===== config.mk =====
export PLATFORM = sky130hd
export DESIGN_NAME = srm_ctrl
export DESIGN_NICKNAME = d
export VERILOG_FILES = /design/src/core/srm_pkg.sv /design/src/core/srm_ctrl.sv
export SDC_FILE = /design/constraint.sdc
export NUM_CORES = 1
export LEC_CHECK = 0
export BUFFER_PORTS_ARGS = -buffer_cell sky130_fd_sc_hd__buf_2
export CAP_MARGIN = 40
export CORE_UTILIZATION = 52
export CTS_CLUSTER_SIZE = 14
export DETAILED_ROUTE_END_ITERATION = 10
export MAX_ROUTING_LAYER = met4
export PLACE_DENSITY = 0.75
export SETUP_SLACK_MARGIN = 0.1
export SLEW_MARGIN = 20
export SYNTH_ARGS = -nofsm -noshare
export SYNTH_HDL_FRONTEND = slang
export SYNTH_SLANG_ARGS = --single-unit
export TNS_END_PERCENT = 5

===== constraint.sdc =====
create_clock -name hclk -period 2.85 [get_ports hclk]
set_clock_uncertainty 0.05 [all_clocks]
set_input_delay 0.4275 -clock hclk [delete_from_list [all_inputs] [get_ports hclk]]
set_output_delay 0.4275 -clock hclk [all_outputs]
set_load 0.01 [all_outputs]

===== src/core/srm_pkg.sv =====
// Constants and types of the sensor readout mode and gain control block
// Overview of operation
// - Primary mode bit 2 reads every fourth column group, bit 4 every eighth.
// - Primary mode bit 3 reads every fourth row group, bit 5 every eighth.
// - Snapshot bit 8 waits for capture pin or restart write before a frame.
// - Flash enable bit 9 drives flash during integration, width set by bit 10; clear means none.
// - Flash width bit 10: zero gives one row before row qualifier, one whole interval.
// - Override bit 11 drives flash from its own value; host keeps enable low.
// - First frame after skip or mirror change is suppressed unless secondary bit 0.
// - Secondary bit 3 outputs two columns then omits two, across the row.
// - Secondary bit 4 outputs two rows then omits two, down the frame.
// - Secondary bit 7 starts readout one row later, alternate colour pair first.
// - Secondary bit 9 keeps row qualifier pulsing through vertical blanking.
// - Secondary bit 10 makes row qualifier continuous row XOR frame qualifier.
// - Secondary bit 15 reads bottom row to top, image upside down.
// - Gain up to eight is (bit6 plus one) times bits 5..0 times 0.125.
// - Bits 6 and 5 both set give gain 8.0 plus bits 2..0.
// - Four seven-bit Bayer gain fields, each resetting to unity 0x08.
// - Restart bit 0 self-clears; with snapshot clear it abandons frame, restarts first row, marks bad unless secondary bit 0.
package srm_pkg;
  // ************************************************************
  // Register indices, byte address is four times the index
  // ************************************************************
  localparam logic [7:0]  IDX_RESTART   = 8'h0B;
  localparam logic [7:0]  IDX_MODE_PRI  = 8'h1E;
  localparam logic [7:0]  IDX_MODE_SEC  = 8'h20;
  localparam logic [7:0]  IDX_GAIN_G1   = 8'h2B;
  localparam logic [7:0]  IDX_GAIN_BLUE = 8'h2C;
  localparam logic [7:0]  IDX_GAIN_RED  = 8'h2D;
  localparam logic [7:0]  IDX_GAIN_G2   = 8'h2E;
  // ************************************************************
  // Reset values
  // ************************************************************
  localparam logic [15:0] MODE_PRI_RST  = 16'h8000;
  localparam logic [15:0] MODE_SEC_RST  = 16'h1104;
  localparam logic [6:0]  GAIN_RST      = 7'h08;
  // ************************************************************
  // Field positions
  // ************************************************************
  localparam int PRI_COL_SKIP4 = 2;
  localparam int PRI_ROW_SKIP4 = 3;
  localparam int PRI_COL_SKIP8 = 4;
  localparam int PRI_ROW_SKIP8 = 5;
  localparam int PRI_SNAPSHOT  = 8;
  localparam int PRI_FLASH_EN  = 9;
  localparam int PRI_FLASH_WID = 10;
  localparam int PRI_FLASH_OVR = 11;
  localparam int SEC_BAD_OUT   = 0;
  localparam int SEC_COL_PAIR  = 3;
  localparam int SEC_ROW_PAIR  = 4;
  localparam int SEC_FLIP_ROW  = 7;
  localparam int SEC_ROW_CONT  = 9;
  localparam int SEC_ROW_XOR   = 10;
  localparam int SEC_MIRROR    = 15;
  localparam int RESTART_BIT   = 0;
  // Gain is carried in eighths: 0.125 is one step, 8.0 is 64 steps
  localparam logic [7:0]  GAIN_HI_BASE  = 8'h40;
  // ************************************************************
  // Frame sequencer states
  // ************************************************************
  typedef enum logic [3:0] {
    ST_WAIT   = 4'b0001,
    ST_INTEG  = 4'b0010,
    ST_ACTIVE = 4'b0100,
    ST_VBLANK = 4'b1000
  } srm_state_e;
endpackage : srm_pkg


===== src/core/srm_ctrl.sv =====
// Readout mode, flash and Bayer gain control with AHB-Lite register slave
module srm_ctrl
  import srm_pkg::*;
#(
  parameter int COLS       = 64,
  parameter int ROWS       = 32,
  parameter int HBLANK     = 8,
  parameter int VBLANK     = 8,
  parameter int INTEG_ROWS = 4
) (
  input  wire logic        hclk,
  input  wire logic        hresetn,
  input  wire logic        hsel,
  input  wire logic [31:0] haddr,
  input  wire logic [1:0]  htrans,
  input  wire logic        hwrite,
  input  wire logic [2:0]  hsize,
  input  wire logic [31:0] hwdata,
  input  wire logic        hready,
  output logic      [31:0] hrdata,
  output logic             hreadyout,
  output logic             hresp,
  input  wire logic        capture_req,
  output logic             pixel_clock_out,
  output logic             frame_valid_out,
  output logic             row_valid_out,
  output logic             flash_out,
  output logic      [9:0]  pixel_data_out,
  output logic      [6:0]  pixel_gain_out,
  output logic      [7:0]  pixel_gain_x8_out
);
  localparam logic [15:0] LINE_LAST = 16'(HBLANK + COLS - 1);
  localparam logic [15:0] HB        = 16'(HBLANK);
  localparam logic [15:0] NCOLS     = 16'(COLS);
  localparam logic [15:0] NROWS     = 16'(ROWS);
  localparam logic [15:0] VB_LAST   = 16'(VBLANK - 1);
  localparam logic [15:0] IN_LAST   = 16'(INTEG_ROWS - 1);

  // ************************************************************
  // AHB-Lite slave
  // ************************************************************
  logic [15:0] mode_pri_r, mode_sec_r;
  logic [6:0]  gain_r [4];
  logic        restart_r;
  logic        wr_pend_r;
  logic [7:0]  wr_idx_r;
  logic [31:0] hrdata_r;
  logic        hreadyout_r;

  wire         addr_ok  = hsel && hready && htrans[1];
  wire  [7:0]  a_idx    = haddr[9:2];
  wire         wr_pri   = wr_pend_r && wr_idx_r == IDX_MODE_PRI;
  wire         wr_sec   = wr_pend_r && wr_idx_r == IDX_MODE_SEC;
  wire         wr_rst   = wr_pend_r && wr_idx_r == IDX_RESTART && hwdata[RESTART_BIT];
  wire  [15:0] wdat16   = hwdata[15:0];
  // Reads use the stored value, so a read right after a write to the same word sees the old value
  wire  [31:0] rd_mux   = a_idx == IDX_MODE_PRI  ? {16'h0000, mode_pri_r} :
                          a_idx == IDX_MODE_SEC  ? {16'h0000, mode_sec_r} :
                          a_idx == IDX_RESTART   ? {31'h00000000, restart_r} :
                          a_idx == IDX_GAIN_G1   ? {25'h0000000, gain_r[0]} :
                          a_idx == IDX_GAIN_BLUE ? {25'h0000000, gain_r[1]} :
                          a_idx == IDX_GAIN_RED  ? {25'h0000000, gain_r[2]} :
                          a_idx == IDX_GAIN_G2   ? {25'h0000000, gain_r[3]} : 32'h00000000;

  always_ff @(posedge hclk or negedge hresetn) begin
    if (!hresetn) begin
      wr_pend_r   <= 1'b0;
      wr_idx_r    <= 8'h00;
      hrdata_r    <= 32'h00000000;
      hreadyout_r <= 1'b0;
    end else begin
      wr_pend_r   <= addr_ok && hwrite;
      wr_idx_r    <= a_idx;
      hrdata_r    <= (addr_ok && !hwrite) ? rd_mux : 32'h00000000;
      hreadyout_r <= 1'b1;
    end
  end

  always_ff @(posedge hclk or negedge hresetn) begin
    if (!hresetn) begin
      mode_pri_r <= MODE_PRI_RST;
      mode_sec_r <= MODE_SEC_RST;
    end else begin
      if (wr_pri) mode_pri_r <= wdat16;
      if (wr_sec) mode_sec_r <= wdat16;
    end
  end

  // Bayer order: green_first, blue, red, green_second
  genvar g;
  generate
    for (g = 0; g < 4; g++) begin : g_gain
      always_ff @(posedge hclk or negedge hresetn) begin
        if (!hresetn) gain_r[g] <= GAIN_RST;
        else if (wr_pend_r && wr_idx_r == IDX_GAIN_G1 + 8'(g)) gain_r[g] <= hwdata[6:0];
      end
    end
  endgenerate

  assign hrdata    = hrdata_r;
  assign hreadyout = hreadyout_r;
  assign hresp     = 1'b0;

  // ************************************************************
  // Capture request synchroniser and pixel clock
  // ************************************************************
  logic cap_s1_r, cap_s2_r, cap_s3_r, trig_pend_r, pclk_r;
  srm_state_e state_r, state_nxt;
  logic [15:0] pix_r, row_r;
  wire  pix_tick = pclk_r;
  wire  row_end  = pix_tick && pix_r == LINE_LAST;
  wire  cap_edge = cap_s2_r && !cap_s3_r;
  wire  snap     = mode_pri_r[PRI_SNAPSHOT];
  // Clearing snapshot while waiting must resume streaming, else the sequencer parks for good
  wire  trig_use = pix_tick && state_r == ST_WAIT && (trig_pend_r || restart_r || !snap);

  always_ff @(posedge hclk or negedge hresetn) begin
    if (!hresetn) begin
      cap_s1_r    <= 1'b0;
      cap_s2_r    <= 1'b0;
      cap_s3_r    <= 1'b0;
      trig_pend_r <= 1'b0;
      pclk_r      <= 1'b0;
    end else begin
      cap_s1_r    <= capture_req;
      cap_s2_r    <= cap_s1_r;
      cap_s3_r    <= cap_s2_r;
      trig_pend_r <= cap_edge || (trig_pend_r && !trig_use);
      pclk_r      <= !pclk_r;
    end
  end

  // ************************************************************
  // Skip and flip address mapping
  // ************************************************************
  wire [1:0] col_sh = mode_pri_r[PRI_COL_SKIP8] ? 2'd3 : mode_pri_r[PRI_COL_SKIP4] ? 2'd2 :
                      mode_sec_r[SEC_COL_PAIR] ? 2'd1 : 2'd0;
  wire [1:0] row_sh = mode_pri_r[PRI_ROW_SKIP8] ? 2'd3 : mode_pri_r[PRI_ROW_SKIP4] ? 2'd2 :
                      mode_sec_r[SEC_ROW_PAIR] ? 2'd1 : 2'd0;
  wire [15:0] out_cols = NCOLS >> col_sh;
  wire [15:0] out_rows = NROWS >> row_sh;
  wire [15:0] ocol     = pix_r - HB;
  wire [15:0] orow     = row_r + {15'h0000, mode_sec_r[SEC_FLIP_ROW]};
  wire [15:0] pcol     = (((ocol >> 1) << col_sh) << 1) | {15'h0000, ocol[0]};
  wire [15:0] prow_u   = (((orow >> 1) << row_sh) << 1) | {15'h0000, orow[0]};
  wire [15:0] prow_w   = prow_u % NROWS;
  wire [15:0] prow     = mode_sec_r[SEC_MIRROR] ? NROWS - 16'h0001 - prow_w : prow_w;
  wire        in_cols  = pix_r >= HB && ocol < out_cols;
  wire [1:0]  bay_idx  = {prow[0], prow[0] ^ pcol[0]};
  wire [6:0]  gsel     = gain_r[bay_idx];
  wire [7:0]  gain_lo  = 8'({1'b0, gsel[5:0]} << gsel[6]);
  wire [7:0]  gain_hi  = GAIN_HI_BASE + {2'b00, gsel[2:0], 3'b000};
  wire [7:0]  gain_x8  = (gsel[6] && gsel[5]) ? gain_hi : gain_lo;

  // ************************************************************
  // Frame sequencer
  // ************************************************************
  logic bad_pend_r, bad_frame_r;
  wire  st_last  = (state_r == ST_ACTIVE && row_r == out_rows - 16'h0001) ||
                   (state_r == ST_VBLANK && row_r == VB_LAST) ||
                   (state_r == ST_INTEG && row_r == IN_LAST);
  wire  rst_go   = pix_tick && restart_r && !snap;
  wire  geom_chg = (wr_pri && (wdat16[5:2] != mode_pri_r[5:2])) ||
                   (wr_sec && ({wdat16[15], wdat16[4:3]} != {mode_sec_r[15], mode_sec_r[4:3]}));
  wire  frm_go   = pix_tick && ((state_nxt == ST_ACTIVE && state_r != ST_ACTIVE) || rst_go);

  always_comb begin
    state_nxt = state_r;
    unique case (state_r)
      ST_WAIT:   if (trig_use) state_nxt = ST_INTEG;
      ST_INTEG:  if (row_end && st_last) state_nxt = ST_ACTIVE;
      ST_ACTIVE: if (row_end && st_last) state_nxt = ST_VBLANK;
      ST_VBLANK: if (row_end && st_last) state_nxt = snap ? ST_WAIT : ST_INTEG;
      default:   state_nxt = ST_WAIT;
    endcase
    if (rst_go) state_nxt = ST_ACTIVE;
  end

  always_ff @(posedge hclk or negedge hresetn) begin
    if (!hresetn) begin
      state_r <= ST_INTEG;
      pix_r   <= 16'h0000;
      row_r   <= 16'h0000;
    end else if (pix_tick) begin
      state_r <= state_nxt;
      pix_r   <= (row_end || rst_go || trig_use) ? 16'h0000 : pix_r + 16'h0001;
      row_r   <= (rst_go || trig_use || (row_end && st_last)) ? 16'h0000 :
                 row_end ? row_r + 16'h0001 : row_r;
    end
  end

  // Set wins over consumption, so a write landing on the consuming tick is kept
  always_ff @(posedge hclk or negedge hresetn) begin
    if (!hresetn) begin
      restart_r   <= 1'b0;
      bad_pend_r  <= 1'b0;
      bad_frame_r <= 1'b0;
    end else begin
      restart_r   <= wr_rst || (restart_r && !pix_tick);
      bad_pend_r  <= geom_chg || (bad_pend_r && !frm_go);
      if (frm_go) bad_frame_r <= (bad_pend_r || rst_go) && !mode_sec_r[SEC_BAD_OUT];
    end
  end

  // ************************************************************
  // Qualifiers, flash and pixel outputs
  // ************************************************************
  wire lv_cont  = in_cols && state_r != ST_WAIT;
  wire fv_w     = state_r == ST_ACTIVE && !bad_frame_r;
  wire lv_frame = in_cols && fv_w;
  wire lv_xor   = lv_cont ^ fv_w;
  wire lv_sel   = mode_sec_r[SEC_ROW_XOR] ? lv_xor :
                  mode_sec_r[SEC_ROW_CONT] ? lv_cont : lv_frame;
  wire fl_time  = state_r == ST_INTEG && (mode_pri_r[PRI_FLASH_WID] || row_r == IN_LAST);
  wire fl_w     = mode_pri_r[PRI_FLASH_OVR] ? 1'b1 : (mode_pri_r[PRI_FLASH_EN] && fl_time);

  logic fv_r, lv_r, fl_r;
  logic [9:0] pd_r;
  logic [6:0] pg_r;
  logic [7:0] px8_r;
  // Outputs move only as the pixel clock falls, so they are settled at its rising edge
  always_ff @(posedge hclk or negedge hresetn) begin
    if (!hresetn) begin
      fv_r  <= 1'b0;
      lv_r  <= 1'b0;
      fl_r  <= 1'b0;
      pd_r  <= 10'h000;
      pg_r  <= 7'h00;
      px8_r <= 8'h00;
    end else if (pix_tick) begin
      fv_r  <= fv_w;
      lv_r  <= lv_sel;
      fl_r  <= fl_w;
      pd_r  <= lv_frame ? {prow[4:0], pcol[4:0]} : 10'h000;
      pg_r  <= lv_frame ? gsel : 7'h00;
      px8_r <= lv_frame ? gain_x8 : 8'h00;
    end
  end

  assign pixel_clock_out   = pclk_r;
  assign frame_valid_out   = fv_r;
  assign row_valid_out     = lv_r;
  assign flash_out         = fl_r;
  assign pixel_data_out    = pd_r;
  assign pixel_gain_out    = pg_r;
  assign pixel_gain_x8_out = px8_r;
endmodule : srm_ctrl


==> impl_metrics.tcl <==
set metrics [dict create \
    fmax_mhz 379 \
    timing.hold.worst.class "in -> reg" \
    global_route_wire_length_before_repair_um 31300 \
    synth-compound-area-share 0.133 \
    fin_ws_ps 212 \
    holdPathStages 1 \
    final_util 0.612 \
    clock_pin_slew_worst_setup_and_hold_paths_ps 60 \
    synth-adder-area-share 0.0170 \
    footprint_of_the_multi_input_gates_sq_mm 0.00378 \
    pin_count_of_the_biggest_net_entering_global_routing 70 \
    top_level_ports 138 \
    timing.critical_path.from_type "register" \
    postSynth.asyncResetShare 1.00 \
    yosysSeqAreaShare 0.487 \
    post_synth.cell_area_avg_sq_um 10.9 \
    power_spent_charging_and_discharging_nets_w 0.00175 \
    whs_endpoint "cap_s1_r" \
    cts_max_path_buffers 2 \
    outcome "complete, no violations" \
    synth-main-ff-cell "dfrtp_1" \
    r2r-end "pixel_gain_out[2]" \
    max_cap_violations 0 \
    number_of_failing_setup_endpoints_in_the_final_timing_report 0 \
    tritoncts.num_buffers 17 \
    drt-wirelength-per-cell_um 18.6 \
    power.total_w 0.00594 \
    synth_cell_types 74 \
    start_util 0.532 \
    via_per_inst 5.95 \
    post-dp-hpwl_um 13600 \
    first_pass_iters 5 \
    worstRegToRegCells 8 \
    preCtsSetupSlack_ps 96.6 \
    fill_cells 1189 \
    ff2ff_setup_slack_ps 210 \
    max_slew.worst_pin.slew_ps 812 \
    post_cts_buffers 0 \
    power_switching_share 0.295 \
    path_max_fanout 11 \
    htree_levels 4 \
    synthMuxAreaShare 0.104 \
    clk_root_buffer_cell "clkbuf_16" \
    reg_to_reg_startpoint "mode_pri_r[2]" \
    nets 912 \
    area_delta_synth_final_pct 15.1 \
    max-slew-margin-rel 0.457 \
    placedCellCount 994 \
    antenna_found_initial 0 \
    layout_common_cells "145 x dfrtp_1, 74 x buf_2, 64 x nor2_1" \
    synth_xor_xnor_area_share 0.0466 \
    share_of_total_power_in_combinational_logic 0.199 \
    leakage_power_total_nw 4.24 \
    synth_simple_gate_area_frac 0.154 \
    cellInternalPower_w 0.00419 \
    row_count 45 \
    worst-endpoint-arrival_ps 2930 \
    core_area_sq_mm 0.0152 \
    globalRouteTotalUtil 0.260 \
    clock_tree_from_tritoncts "built" \
    worst-endpoint-required_ps 3140 \
    setup.worst_path.class "reg -> reg" \
    antenna_cells_inserted 0 \
    clkPwrFrac 0.389 \
    most_common_library_cell_in_the_layout_ignoring_fill_and_taps "dfrtp_1" \
    die_y_um 127 \
    synth_cells 744 \
    number_of_global_route_vias_before_repair 6170 \
    hold_path_startpoint "capture_req" \
    detailedRoute.firstIterationViolations 436 \
    share_of_cells_above_drive_strength_1 0.286 \
    detail_route.drc_violations 0 \
    slew_viol_final 0 \
    ff_latch_area_sq_mm 0.00394 \
    final_period_minus_worst_setup_slack_ps 2640 \
    seqPwrFrac 0.412 \
    synth_top_family_by_area "simple AND/OR/NAND/NOR gates" \
    post_detailed_route_count_of_antenna_violating_nets 0 \
    buffer_ports.inserted 75 \
    number_of_synthesized_register_bits 157 \
    chipWidth_um 127 \
    gp_congestion 0.872 \
    unrepaired_setup_endpoints_after_global_routing "yes" \
    gr-total-overflow 0 \
    ys.warnings.count 0 \
    finalHoldViolations 0 \
    power.ir.vdd_worst_uv 399 \
    post-route-period-util 0.926 \
    detail_route.wirelength_um 19100 \
    power_per_cell_area_mw_per_mm2 638 \
    die_outline_area_sq_mm 0.0160 \
    synth-edff-count 0 \
    setup.worst_path.end_class "register" \
    clk_lat_worst_skew_ps 420 \
    mappedNetlistArea_sq_mm 0.00808 \
    cts_sinks 157 \
    vias_after_detailed_routing 6108 \
    tns_ps 0 \
    finish.cell_count_without_fillers 1027 \
]
cell families (layout without fill, tap and decap cells):
kind of cell    count (synthesis)  count (layout)
mux                            70              70
fa+ha+maj                      11              11
other cells                     2              19
flops                         157             157
buf+inv                        92             170
xor+xnor                       43              43
compound gates                143             143
simple gates                  226             226
registers in the layout, summed over array words and instances (netlist names), 4 cells and up:
register           cells
gain_r                28
hrdata                16
mode_pri_r            16
mode_sec_r            16
pix_r                 16
row_r                 16
pixel_data_out        10
wr_idx_r               8
pixel_gain_out         7
pixel_gain_x8_out      7
state_r                4
how the worst max path moves through the flow:
| stage | end | start |
|---|---|---|
| floorplan | pixel_gain_x8_out[6] | pix_r[3] |
| global placement | pixel_data_out[2] | pix_r[3] |
| detailed placement | pixel_data_out[2] | pix_r[3] |
| CTS | pixel_data_out[2] | mode_pri_r[2] |
| global route | bad_pend_r | row_r[0] |
| finish | pixel_gain_out[2] | mode_pri_r[2] |
area by class of cell:
class                   instances  share of cell area
flip-flops and latches        157               0.424
multi-input cells             512               0.406
repair buffers                104              0.0661
clock buffers                  18              0.0472
well taps                     188              0.0253
clock inverters                14              0.0176
inverters                      34              0.0137
cell usage after synthesis (all sizes together), types with 18 or more instances:
cell / count / share of area
a21oi: 27 / 0.017
o2bb2ai: 19 / 0.021
nor3: 18 / 0.014
buf: 35 / 0.030
nor2: 67 / 0.032
mux2: 55 / 0.077
dfrtp: 148 / 0.46
clkbuf: 23 / 0.011
inv: 34 / 0.016
xnor2: 22 / 0.024
xor2: 21 / 0.023
nand2: 42 / 0.020
o21ai: 29 / 0.018
power by group through the flow:
| stage | clock, W | combinational (W) | sequential [W] |
|---|---|---|---|
| finish | 0.00231 | 0.00118 | 0.00245 |
| global placement | 0 | 0.00114 | 0.00247 |
| global route | 0.00244 | 0.00131 | 0.00246 |
| floorplan | 0 | 0.000906 | 0.00242 |
| detailed placement | 0 | 0.00116 | 0.00248 |
| CTS | 0.00235 | 0.00118 | 0.00244 |
timing repair:
action                                 in CTS  in global routing
setup endpoints to repair                   3                 15
gates resized for setup                     2                  4
endpoints found under the hold margin      62                  0
hold buffers                                1                  0
critical path, stage by stage (launching register included):
cell	delay [ps]
dfrtp_2	490
or3_1	460
ha_1	220
nor3_2	190
o31ai_1	120
and4bb_4	430
nand2_2	190
buf_4	230
o2bb2ai_1	170
metrics by stage:
step,instance area [sq um],hold WS (ps)
after global routing,9300,45.9
after detailed placement,8670,286
final,9300,58.4
after global placement,8670,287
after CTS,9290,43.0
after floorplan,8150,81.9
metal layers:
layer  vias to the layer above  track usage  wire [um]
met5                         -            -          0
met4                         0        0.109        512
met2                       199        0.428       9710
met3                        42       0.0439        829
li1                       2812            -          -
met1                      3055        0.318       8010
No activity file was read; power rests on OpenSTA's default activity.
